### src/aoc_pkg.sv
// aoc_pkg: constants for the converter output configuration registers
package aoc_pkg;

    // ------------------------------------------------------------
    // register indexes (byte address is index times four)
    // ------------------------------------------------------------
    localparam logic [7:0] IDX_OFFSET   = 8'h10;
    localparam logic [7:0] IDX_FORMAT   = 8'h14;
    localparam logic [7:0] IDX_STRENGTH = 8'h15;
    localparam logic [7:0] IDX_PHASE    = 8'h16;
    localparam logic [7:0] IDX_DELAY    = 8'h17;
    localparam logic [7:0] IDX_SPAN     = 8'h18;
    localparam logic [7:0] IDX_PATTERN  = 8'h19;

    // ------------------------------------------------------------
    // reset values
    // ------------------------------------------------------------
    localparam logic [7:0] RST_OFFSET   = 8'h00;
    localparam logic [7:0] RST_FORMAT   = 8'h00;
    localparam logic [7:0] RST_STRENGTH = 8'h22;
    localparam logic [7:0] RST_PHASE    = 8'h00;
    localparam logic [7:0] RST_DELAY    = 8'h00;
    localparam logic [7:0] RST_SPAN     = 8'hE0;
    localparam logic [7:0] RST_PATTERN  = 8'h00;

    // ------------------------------------------------------------
    // field positions
    // ------------------------------------------------------------
    localparam int FMT_SUPPLY_LSB  = 6;
    localparam int FMT_DISABLE_BIT = 4;
    localparam int FMT_CODE_LSB    = 0;
    localparam int STR_DCO33_LSB   = 6;
    localparam int STR_DCO18_LSB   = 4;
    localparam int STR_DAT33_LSB   = 2;
    localparam int STR_DAT18_LSB   = 0;
    localparam int PH_POL_BIT      = 7;
    localparam int PH_SEL_LSB      = 0;
    localparam int DLY_DCO_EN_BIT  = 7;
    localparam int DLY_DAT_EN_BIT  = 5;
    localparam int DLY_SEL_LSB     = 0;
    localparam int SPAN_SEL_LSB    = 0;

    // ------------------------------------------------------------
    // encodings and counts
    // ------------------------------------------------------------
    localparam logic [1:0] FMT_TWOS   = 2'h1;
    localparam logic [1:0] FMT_GRAY   = 2'h2;
    localparam logic [1:0] SUPPLY_18V = 2'h2;
    localparam int         PHASE_MAX  = 6;
    localparam int         WAIT_CYCLES = 1;

endpackage

### src/aoc_output_config.sv
// aoc_output_config: output shaping registers and sample output path
//
// Behaviour
// - add signed 8-bit offset, +127 to -128 LSB, to every sample
// - format code 01 twos complement, 10 gray, 00 and 11 offset binary
// - mode register, reset 0x00, holds supply level, disable, format
// - four 2-bit drive fields pick one to four stripes; reset 0x22
// - 3-bit phase code delays output clock by 0 to 6 input cycles
// - phase and polarity touch only output clock; polarity inverts it
// - fine delay code applies to clock or data per enable; reset 0x00
`timescale 1ns/1ps

module aoc_output_config #(
    parameter int DATA_W = 10,
    parameter int ADDR_W = 10
) (
    input  wire logic              clk_i,
    input  wire logic              rst_i,
    input  wire logic [ADDR_W-1:0] address_i,
    input  wire logic              read_i,
    input  wire logic              write_i,
    input  wire logic [31:0]       writedata_i,
    input  wire logic [3:0]        byteenable_i,
    output logic      [31:0]       readdata_o,
    output logic                   waitrequest_o,
    input  wire logic [DATA_W-1:0] sample_i,
    input  wire logic              divider_clk_i,
    output logic      [DATA_W-1:0] data_o,
    output logic                   data_oe_o,
    output logic                   sample_clock_output_o,
    output logic      [1:0]        output_supply_o,
    output logic      [1:0]        clock_strength_o,
    output logic      [1:0]        data_strength_o,
    output logic      [2:0]        clock_fine_delay_o,
    output logic      [2:0]        data_fine_delay_o,
    output logic      [2:0]        reference_span_o,
    output logic      [7:0]        first_pattern_low_byte_o
);

    // ------------------------------------------------------------
    // functions
    // ------------------------------------------------------------
    // clamp rather than wrap: a wrapped code would flip full scale
    function automatic logic [DATA_W-1:0] add_trim(
        input logic [DATA_W-1:0] s,
        input logic [7:0]        t
    );
        logic signed [DATA_W+1:0] sum;
        sum = $signed({2'b00, s}) + $signed({{(DATA_W-6){t[7]}}, t});
        if (sum < 0)
            add_trim = '0;
        else if (sum[DATA_W])
            add_trim = '1;
        else
            add_trim = sum[DATA_W-1:0];
    endfunction

    function automatic logic [DATA_W-1:0] encode(
        input logic [DATA_W-1:0] b,
        input logic [1:0]        f
    );
        case (f)
            aoc_pkg::FMT_TWOS: encode = {~b[DATA_W-1], b[DATA_W-2:0]};
            aoc_pkg::FMT_GRAY: encode = b ^ (b >> 1);
            default:           encode = b;
        endcase
    endfunction

    // ------------------------------------------------------------
    // registers
    // ------------------------------------------------------------
    logic [7:0] sample_offset_trim;
    logic [7:0] output_format_control;
    logic [7:0] driver_strength_control;
    logic [7:0] output_clock_phase;
    logic [7:0] output_fine_delay;
    logic [7:0] reference_span_select;
    logic [7:0] first_pattern_low_byte;

    wire        req      = read_i | write_i;
    wire        word_ok  = address_i[1:0] == 2'b00;
    wire [7:0]  idx      = address_i[ADDR_W-1:2];
    wire        accepted = req & ~waitrequest_o;
    wire        wr_en    = accepted & write_i & word_ok & byteenable_i[0];
    wire [7:0]  wbyte    = writedata_i[7:0];

    wire hit_offset   = word_ok & (idx == aoc_pkg::IDX_OFFSET);
    wire hit_format   = word_ok & (idx == aoc_pkg::IDX_FORMAT);
    wire hit_strength = word_ok & (idx == aoc_pkg::IDX_STRENGTH);
    wire hit_phase    = word_ok & (idx == aoc_pkg::IDX_PHASE);
    wire hit_delay    = word_ok & (idx == aoc_pkg::IDX_DELAY);
    wire hit_span     = word_ok & (idx == aoc_pkg::IDX_SPAN);
    wire hit_pattern  = word_ok & (idx == aoc_pkg::IDX_PATTERN);

    // unmapped addresses read zero and ignore writes
    wire [7:0] rd_mux =
        hit_offset   ? sample_offset_trim      :
        hit_format   ? output_format_control   :
        hit_strength ? driver_strength_control :
        hit_phase    ? output_clock_phase      :
        hit_delay    ? output_fine_delay       :
        hit_span     ? reference_span_select   :
        hit_pattern  ? first_pattern_low_byte  : 8'h00;

    // one wait cycle per request, then a single accept edge
    wire next_waitrequest = ~(req & waitrequest_o);

    always_ff @(posedge clk_i) begin
        if (rst_i) begin
            waitrequest_o <= 1'b1;
            readdata_o    <= 32'h0000_0000;
        end else begin
            waitrequest_o <= next_waitrequest;
            if (req & waitrequest_o & read_i)
                readdata_o <= {24'h00_0000, rd_mux};
        end
    end

    always_ff @(posedge clk_i) begin
        if (rst_i) begin
            sample_offset_trim      <= aoc_pkg::RST_OFFSET;
            output_format_control   <= aoc_pkg::RST_FORMAT;
            driver_strength_control <= aoc_pkg::RST_STRENGTH;
            output_clock_phase      <= aoc_pkg::RST_PHASE;
            output_fine_delay       <= aoc_pkg::RST_DELAY;
            reference_span_select   <= aoc_pkg::RST_SPAN;
            first_pattern_low_byte  <= aoc_pkg::RST_PATTERN;
        end else if (wr_en) begin
            if (hit_offset)   sample_offset_trim      <= wbyte;
            if (hit_format)   output_format_control   <= wbyte;
            if (hit_strength) driver_strength_control <= wbyte;
            if (hit_phase)    output_clock_phase      <= wbyte;
            if (hit_delay)    output_fine_delay       <= wbyte;
            if (hit_span)     reference_span_select   <= wbyte;
            if (hit_pattern)  first_pattern_low_byte  <= wbyte;
        end
    end

    // ------------------------------------------------------------
    // field decode
    // ------------------------------------------------------------
    wire [1:0] fmt_code  = output_format_control[aoc_pkg::FMT_CODE_LSB+:2];
    wire [1:0] supply    =
        output_format_control[aoc_pkg::FMT_SUPPLY_LSB+:2];
    wire       out_off   = output_format_control[aoc_pkg::FMT_DISABLE_BIT];
    wire       low_rail  = supply == aoc_pkg::SUPPLY_18V;
    wire [1:0] next_clk_str = low_rail ?
        driver_strength_control[aoc_pkg::STR_DCO18_LSB+:2] :
        driver_strength_control[aoc_pkg::STR_DCO33_LSB+:2];
    wire [1:0] next_dat_str = low_rail ?
        driver_strength_control[aoc_pkg::STR_DAT18_LSB+:2] :
        driver_strength_control[aoc_pkg::STR_DAT33_LSB+:2];
    wire       polarity  = output_clock_phase[aoc_pkg::PH_POL_BIT];
    wire [2:0] phase_raw = output_clock_phase[aoc_pkg::PH_SEL_LSB+:3];
    // code 111 is not defined; held at the longest documented phase
    wire [2:0] phase_sel = (phase_raw > 3'(aoc_pkg::PHASE_MAX)) ?
        3'(aoc_pkg::PHASE_MAX) : phase_raw;
    wire [2:0] fine_code = output_fine_delay[aoc_pkg::DLY_SEL_LSB+:3];
    wire       clk_dly_en = output_fine_delay[aoc_pkg::DLY_DCO_EN_BIT];
    wire       dat_dly_en = output_fine_delay[aoc_pkg::DLY_DAT_EN_BIT];

    // ------------------------------------------------------------
    // sample path: latching ignores every clock output setting
    // ------------------------------------------------------------
    logic [DATA_W-1:0] trimmed;
    wire  [DATA_W-1:0] next_trimmed = add_trim(sample_i, sample_offset_trim);
    wire  [DATA_W-1:0] next_data    = encode(trimmed, fmt_code);

    always_ff @(posedge clk_i) begin
        if (rst_i) begin
            trimmed   <= '0;
            data_o    <= '0;
            data_oe_o <= 1'b0;
        end else begin
            trimmed   <= next_trimmed;
            data_o    <= next_data;
            data_oe_o <= ~out_off;
        end
    end

    // ------------------------------------------------------------
    // output clock: divider level through a phase tap line
    // ------------------------------------------------------------
    logic [aoc_pkg::PHASE_MAX:0] phase_line;
    wire  [aoc_pkg::PHASE_MAX:0] next_phase_line =
        {phase_line[aoc_pkg::PHASE_MAX-1:0], divider_clk_i};
    wire  next_clock_out = phase_line[phase_sel] ^ polarity;

    always_ff @(posedge clk_i) begin
        if (rst_i) begin
            phase_line            <= '0;
            sample_clock_output_o <= 1'b0;
        end else begin
            phase_line            <= next_phase_line;
            sample_clock_output_o <= next_clock_out;
        end
    end

    // ------------------------------------------------------------
    // pad controls
    // ------------------------------------------------------------
    always_ff @(posedge clk_i) begin
        if (rst_i) begin
            output_supply_o          <= 2'h0;
            clock_strength_o         <= 2'h0;
            data_strength_o          <= 2'h0;
            clock_fine_delay_o       <= 3'h0;
            data_fine_delay_o        <= 3'h0;
            reference_span_o         <= 3'h0;
            first_pattern_low_byte_o <= 8'h00;
        end else begin
            output_supply_o    <= supply;
            clock_strength_o   <= next_clk_str;
            data_strength_o    <= next_dat_str;
            clock_fine_delay_o <= clk_dly_en ? fine_code : 3'h0;
            data_fine_delay_o  <= dat_dly_en ? fine_code : 3'h0;
            reference_span_o   <=
                reference_span_select[aoc_pkg::SPAN_SEL_LSB+:3];
            first_pattern_low_byte_o <= first_pattern_low_byte;
        end
    end
endmodule

### config.mk
export PLATFORM = sky130hd
export DESIGN_NAME = aoc_output_config
export DESIGN_NICKNAME = d
export VERILOG_FILES = /design/src/aoc_pkg.sv /design/src/aoc_output_config.sv
export SDC_FILE = /design/constraint.sdc
export NUM_CORES = 1
export LEC_CHECK = 0
export BUFFER_PORTS_ARGS = -buffer_cell sky130_fd_sc_hd__buf_2
export CORE_AREA = 4 4 100 172
export CTS_CLUSTER_DIAMETER = 200
export DETAILED_ROUTE_END_ITERATION = 8
export DIE_AREA = 0 0 104 176
export PLACE_DENSITY = 0.64
export SETUP_SLACK_MARGIN = 0.15
export SLEW_MARGIN = 10
export SYNTH_ARGS = -nofsm -noshare
export SYNTH_HDL_FRONTEND = slang
export SYNTH_SLANG_ARGS = --single-unit
### constraint.sdc
create_clock -name clk_i -period 3.1 [get_ports clk_i]
set_clock_uncertainty 0.15 [all_clocks]
set_input_delay 0.775 -clock clk_i [delete_from_list [all_inputs] [get_ports clk_i]]
set_output_delay 0.775 -clock clk_i [all_outputs]
set_load 0.03 [all_outputs]
# Yosys cells after proc, flatten, opt, wreduce, memory -nomap -nowiden
# Index checks and enable logic that the tools add are counted.
totals:
  reg_bits: 117
  inputBits: 61
  output_inout_bits: 68
  word_cells: 82
classes:
  n_addsub: 1
  magnitude_cmp: 3
  eq_ne: 10
  mux: 14
  bitwise: 22
  reduce_logical: 11
op_table:
  columns: ["operator", "n"]
  rows:
  - ["8-bit by 5-bit equality test with 1-bit output, second input constant", 7]
  - ["8-bit 2-to-1 mux", 7]
  - ["10-bit case mux with 2 select lines", 1]
  - ["2-bit AND reduction", 7]
  - ["1-bit bitwise AND", 13]
  - ["11-bit by 8-bit adder with 12-bit output", 1]
  - ["12-bit by 1-bit < comparator with 1-bit output, second input constant", 1]
  - ["10-bit 2-to-1 mux", 1]
  - ["10-bit by 9-bit bitwise XOR with 10-bit output", 1]
  - ["1-bit NOT", 6]
  - ["2-bit OR reduction", 3]
  - ["2-bit equality test, second input constant", 2]
  - ["3-bit by 4-bit < comparator with 1-bit output, second input constant", 1]
  - ["2-bit 2-to-1 mux", 2]
  - ["1-bit binary-select mux with 3-bit select", 1]
  - ["3-bit > comparator, second input constant", 1]
  - ["3-bit 2-to-1 mux", 1]
  - ["2-bit by 1-bit equality test with 1-bit output, second input constant", 1]
  - ["2-bit logical NOT", 1]
  - ["1-bit 2-to-1 mux", 1]
  - ["1-bit bitwise OR", 1]
  - ["1-bit bitwise XOR", 1]

# Logic depth before layout (Yosys ltp)
logic_depth:
  word_depth: 9
  ltp_mapped: 8
  ltp_nobuf: 7

# Worst setup path after synthesis
# No wires, ideal clock.
synth_path:
  path_kind: "in2reg"
  from: "input port sample_i[0]"
  to: "register trimmed[2]"
  setup_time_ns: 0.081
  t_arrival_ns: 2.843
  required_ns: 2.869
  slack_ns: 0.026
  stages: 7
  path_cell_list: "ha_1 fa_1 a211oi_1 o211ai_1 a2111oi_0 nor3_1 a22oi_1"
synth_between:
  elab_chain_cells: 3
synth_rtl:
  columns: ["item", "line", "text"]
  rows:
  - ["from (decl)", "aoc_output_config.sv:26", "input wire logic [DATA_W-1:0] sample_i,"]
  - ["11-bit by 8-bit adder with 12-bit output *", "aoc_output_config.sv:49", "sum = $signed({2'b00, s}) + $signed({{(DATA_W-6){t[7]}}, t});"]
  - ["12-bit by 1-bit < comparator with 1-bit output", "aoc_output_config.sv:50", "if (sum < 0)"]
  - ["2-bit OR reduction (no source line)", null, null]
  - ["to (signal assigned)", "aoc_output_config.sv:175", "trimmed <= next_trimmed;"]
  - ["to (decl)", "aoc_output_config.sv:165", "logic [DATA_W-1:0] trimmed;"]
# Mark *: on every way between the ends. The rest lies on a longest branch, timed or not.
# A chain may end at the register's enable or synchronous reset.

# Worst setup path in the final report
# Ends and elaborated chain as after synthesis.

==> run summary <==
Status = completed
Initial DRC Count = 233
Hold Path Depth = 1
Unique masters post-synth = 53
Max-Cap Viols = 0
Number of port buffers = 77
Critical Path RT = 3210 ps
Cell Rows = 61
Crit path max-delay cell type = nor3_2
CTS tree = done
DRC = 0
Worst setup path category = primary input to register
Adder-Cell Fraction of Synth Area = 3.37%
CTS Buf Count = 17
Worst-Skew Late Latency = 410 ps
Chip height = 176 um
Max-slew violations = 0
Total power = 3.70 mW
Top cell type's share of synthesized area = 43.2%
Largest cells by area after synthesis = dfxtp_1 (43%), mux2i_1 (12%), nor2_1 (6.2%), buf_4 (4.0%), nor2b_1 (3.9%)
FF+latch count, synth = 117
Starting Density = 34.1%
Die span in x = 104 um
# IOs = 129
Clock-pin slew on the worst setup and hold paths = 60 ps
Layout area overhead = 21.6%
Antenna Nets Post-Route = 0
CTS Root Cell = clkbuf_16
Initial antenna violation count = 0
Mapped Cells = 573
RSZ-0062 raised after global routing = no
RD Place Congestion = 0.877
Post-CTS setup repair buffer count = 0
Post-Synth XOR/XNOR Area = 1.29%
Fin area = 6590 um^2
Static leakage = 2.72 nW
Gr ovfl total = 0
Setup WS pre-CTS = -70.8 ps
Fin cells = 862
Die ar. = 18300 um^2
Worst-margin pin slew = 817 ps
Via/cell ratio = 4.92
Max incr delay on CP = 450 ps
Final hold vios = 0
# H-tree levels = 4
Fmax = 363 MHz
CP arrival = 2860 ps
Fin crit period = 2750 ps
Top_reg_cell synth = dfxtp_1
Post-Syn Area = 5420 um^2
Syn avg cell area = 9.45 um^2
Commonest non-fill, non-tap cell in the layout = dfxtp_1
Total track usage = 14.4%
Mux cell area share after synthesis = 13.5%
Simple-gate share of the synthesized area = 17.8%
Final wirelength = 13200 um
Core Area = 15900 um^2
Crit path capture type = register
Placed Area = 6000 um^2
Fin util = 41.5%
Hold/Removal Path Class = register to register
CTS Hold Bufs = 0
YS warnings = 0
Clock Sinks = 117
FFs w/ async S/R, synth = 0%
Sequential area share after synthesis = 43.2%
Pre-antenna DRT Iters = 5
Post-DP HPWL = 9790 um
Vias in the first global route = 3970
Worst setup margin = 345 ps
Antenna diodes = 0
Main combinational cell family by area after synthesis = simple AND/OR/NAND/NOR gates
Avg WL per Cell = 15.3 um
Fin crit share = 88.9%
Synth Area in Compound Gates = 14.3%
Max-slew headroom = 45.5%
First-pass GRT wire length = 20900 um
Startpoint types = primary input
Reg2reg path depth = 7
Net count, final = 735
Top cell type by total area after synthesis = dfxtp_1
Bufs on Longest Clock Path = 2
Post_cts resized = 0
Layout cells sized above 1 = 22.4%
PwrDens = 562 nW/um^2
Via count = 4245
Largest net degree at the start of global routing = 34
Maximum vdd drop = 0.000347 V
Number of enable flip-flop cells after synthesis = 0
Cells along the critical path = buf_2 > ha_1 > fa_1 > a211oi_1 > o211ai_1 > and4_1 > nor3_2 > a22oi_1
Crit path max fanout = 8
Commonest non-fill, non-tap cells in the layout = dfxtp_1 (117), nor2_1 (89), buf_2 (77)
Setup violators final = 0
Inst Count DP = 830
## cells in the mapped netlist (3+ instances only)
| cell | number |
|---|---|
| dfxtp_1 | 117 |
| ha_1 | 13 |
| buf_1 | 6 |
| and3_1 | 3 |
| xor2_1 | 6 |
| a211o_1 | 5 |
| o211ai_1 | 12 |
| clkbuf_1 | 20 |
| nor4_1 | 3 |
| a22o_1 | 9 |
| a21oi_1 | 28 |
| nor2b_1 | 34 |
| nor3b_1 | 5 |
| nand2_1 | 26 |
| o21ai_0 | 14 |
| mux2i_1 | 65 |
| a21o_1 | 3 |
| a31oi_1 | 8 |
| inv_1 | 7 |
| and2_1 | 7 |
| a221o_1 | 7 |
| mux2_2 | 5 |
| nor2_1 | 89 |
| buf_4 | 29 |
| a22oi_1 | 13 |
## metrics by stage
step	hold slack (ps)	TNS [ps]
after floorplan	262	0
after detailed placement	299	-484
after global placement	294	-153
after global routing	323	0
after CTS	315	0
final	309	0
## where the power goes
part | internal, mW | leakage (nW) | switching (mW)
Sequential | 1.52 | 0.948 | 0.0104
Combinational | 0.0687 | 1.48 | 0.164
Clock | 1.21 | 0.285 | 0.723
## kinds of logic after synthesis
family / count (synthesis)
and+or+nand+nor: 186
muxes: 71
AOI/OAI and AO/OA: 112
other: 1
buffers and inverters: 64
DFF: 117
xor gates and xnor gates: 8
adders and majority gates: 14
## worst paths after layout
| kind | slack, ps | end | from |
|---|---|---|---|
| min | 310 | data_oe_o$_SDFF_PP0_ | output_format_control[4]$_SDFFE_PP0P_ |
| max | 350 | trimmed[2]$_SDFF_PP0_ | sample_i[0] |
| min reg2reg | 310 | data_oe_o$_SDFF_PP0_ | output_format_control[4]$_SDFFE_PP0P_ |
| max reg2reg | 490 | trimmed[2]$_SDFF_PP0_ | sample_offset_trim[0]$_SDFFE_PP0P_ |
## worst max-delay path, delay by kind of cell
family / cells / cell delay (ps)
compound gates: 3 / 640
fa+ha+maj: 2 / 630
simple gates: 2 / 710
buf+inv: 1 / 110
## per-layer routing
metal	wire length [um]	share of wire [%]	track usage, %	up-vias
li1	-	-	-	2146
met2	6640	50	25.0	120
met4	357	2.7	6.10	0
met1	5610	42	16.8	1964
met5	0	0	0	-
met3	606	4.6	3.77	15
## state kept, by name, indices dropped and copies added (netlist names)
name	flops
data_o	10
phase_line	7
output_clock_phase	8
data_oe_o	1
waitrequest_o	1
readdata_o	8
data_fine_delay_o	3
output_fine_delay	8
first_pattern_low_byte_o	8
reference_span_select	8
first_pattern_low_byte	8
clock_strength_o	2
data_strength_o	2
clock_fine_delay_o	3
reference_span_o	3
sample_offset_trim	8
driver_strength_control	8
output_format_control	8
trimmed	10
sample_clock_output_o	1
output_supply_o	2
## area by class of cell
cell class                 count  area [um^2]
inverter                       7         26.3
fill                        1613         9290
sequential                   117         2340
timing repair buffer         102          573
clock buffer                  19          443
multi-input combinational    415         2820
clock inverter                13          146
tap                          189          236
Note: power is estimated with default switching activity, not from simulation.
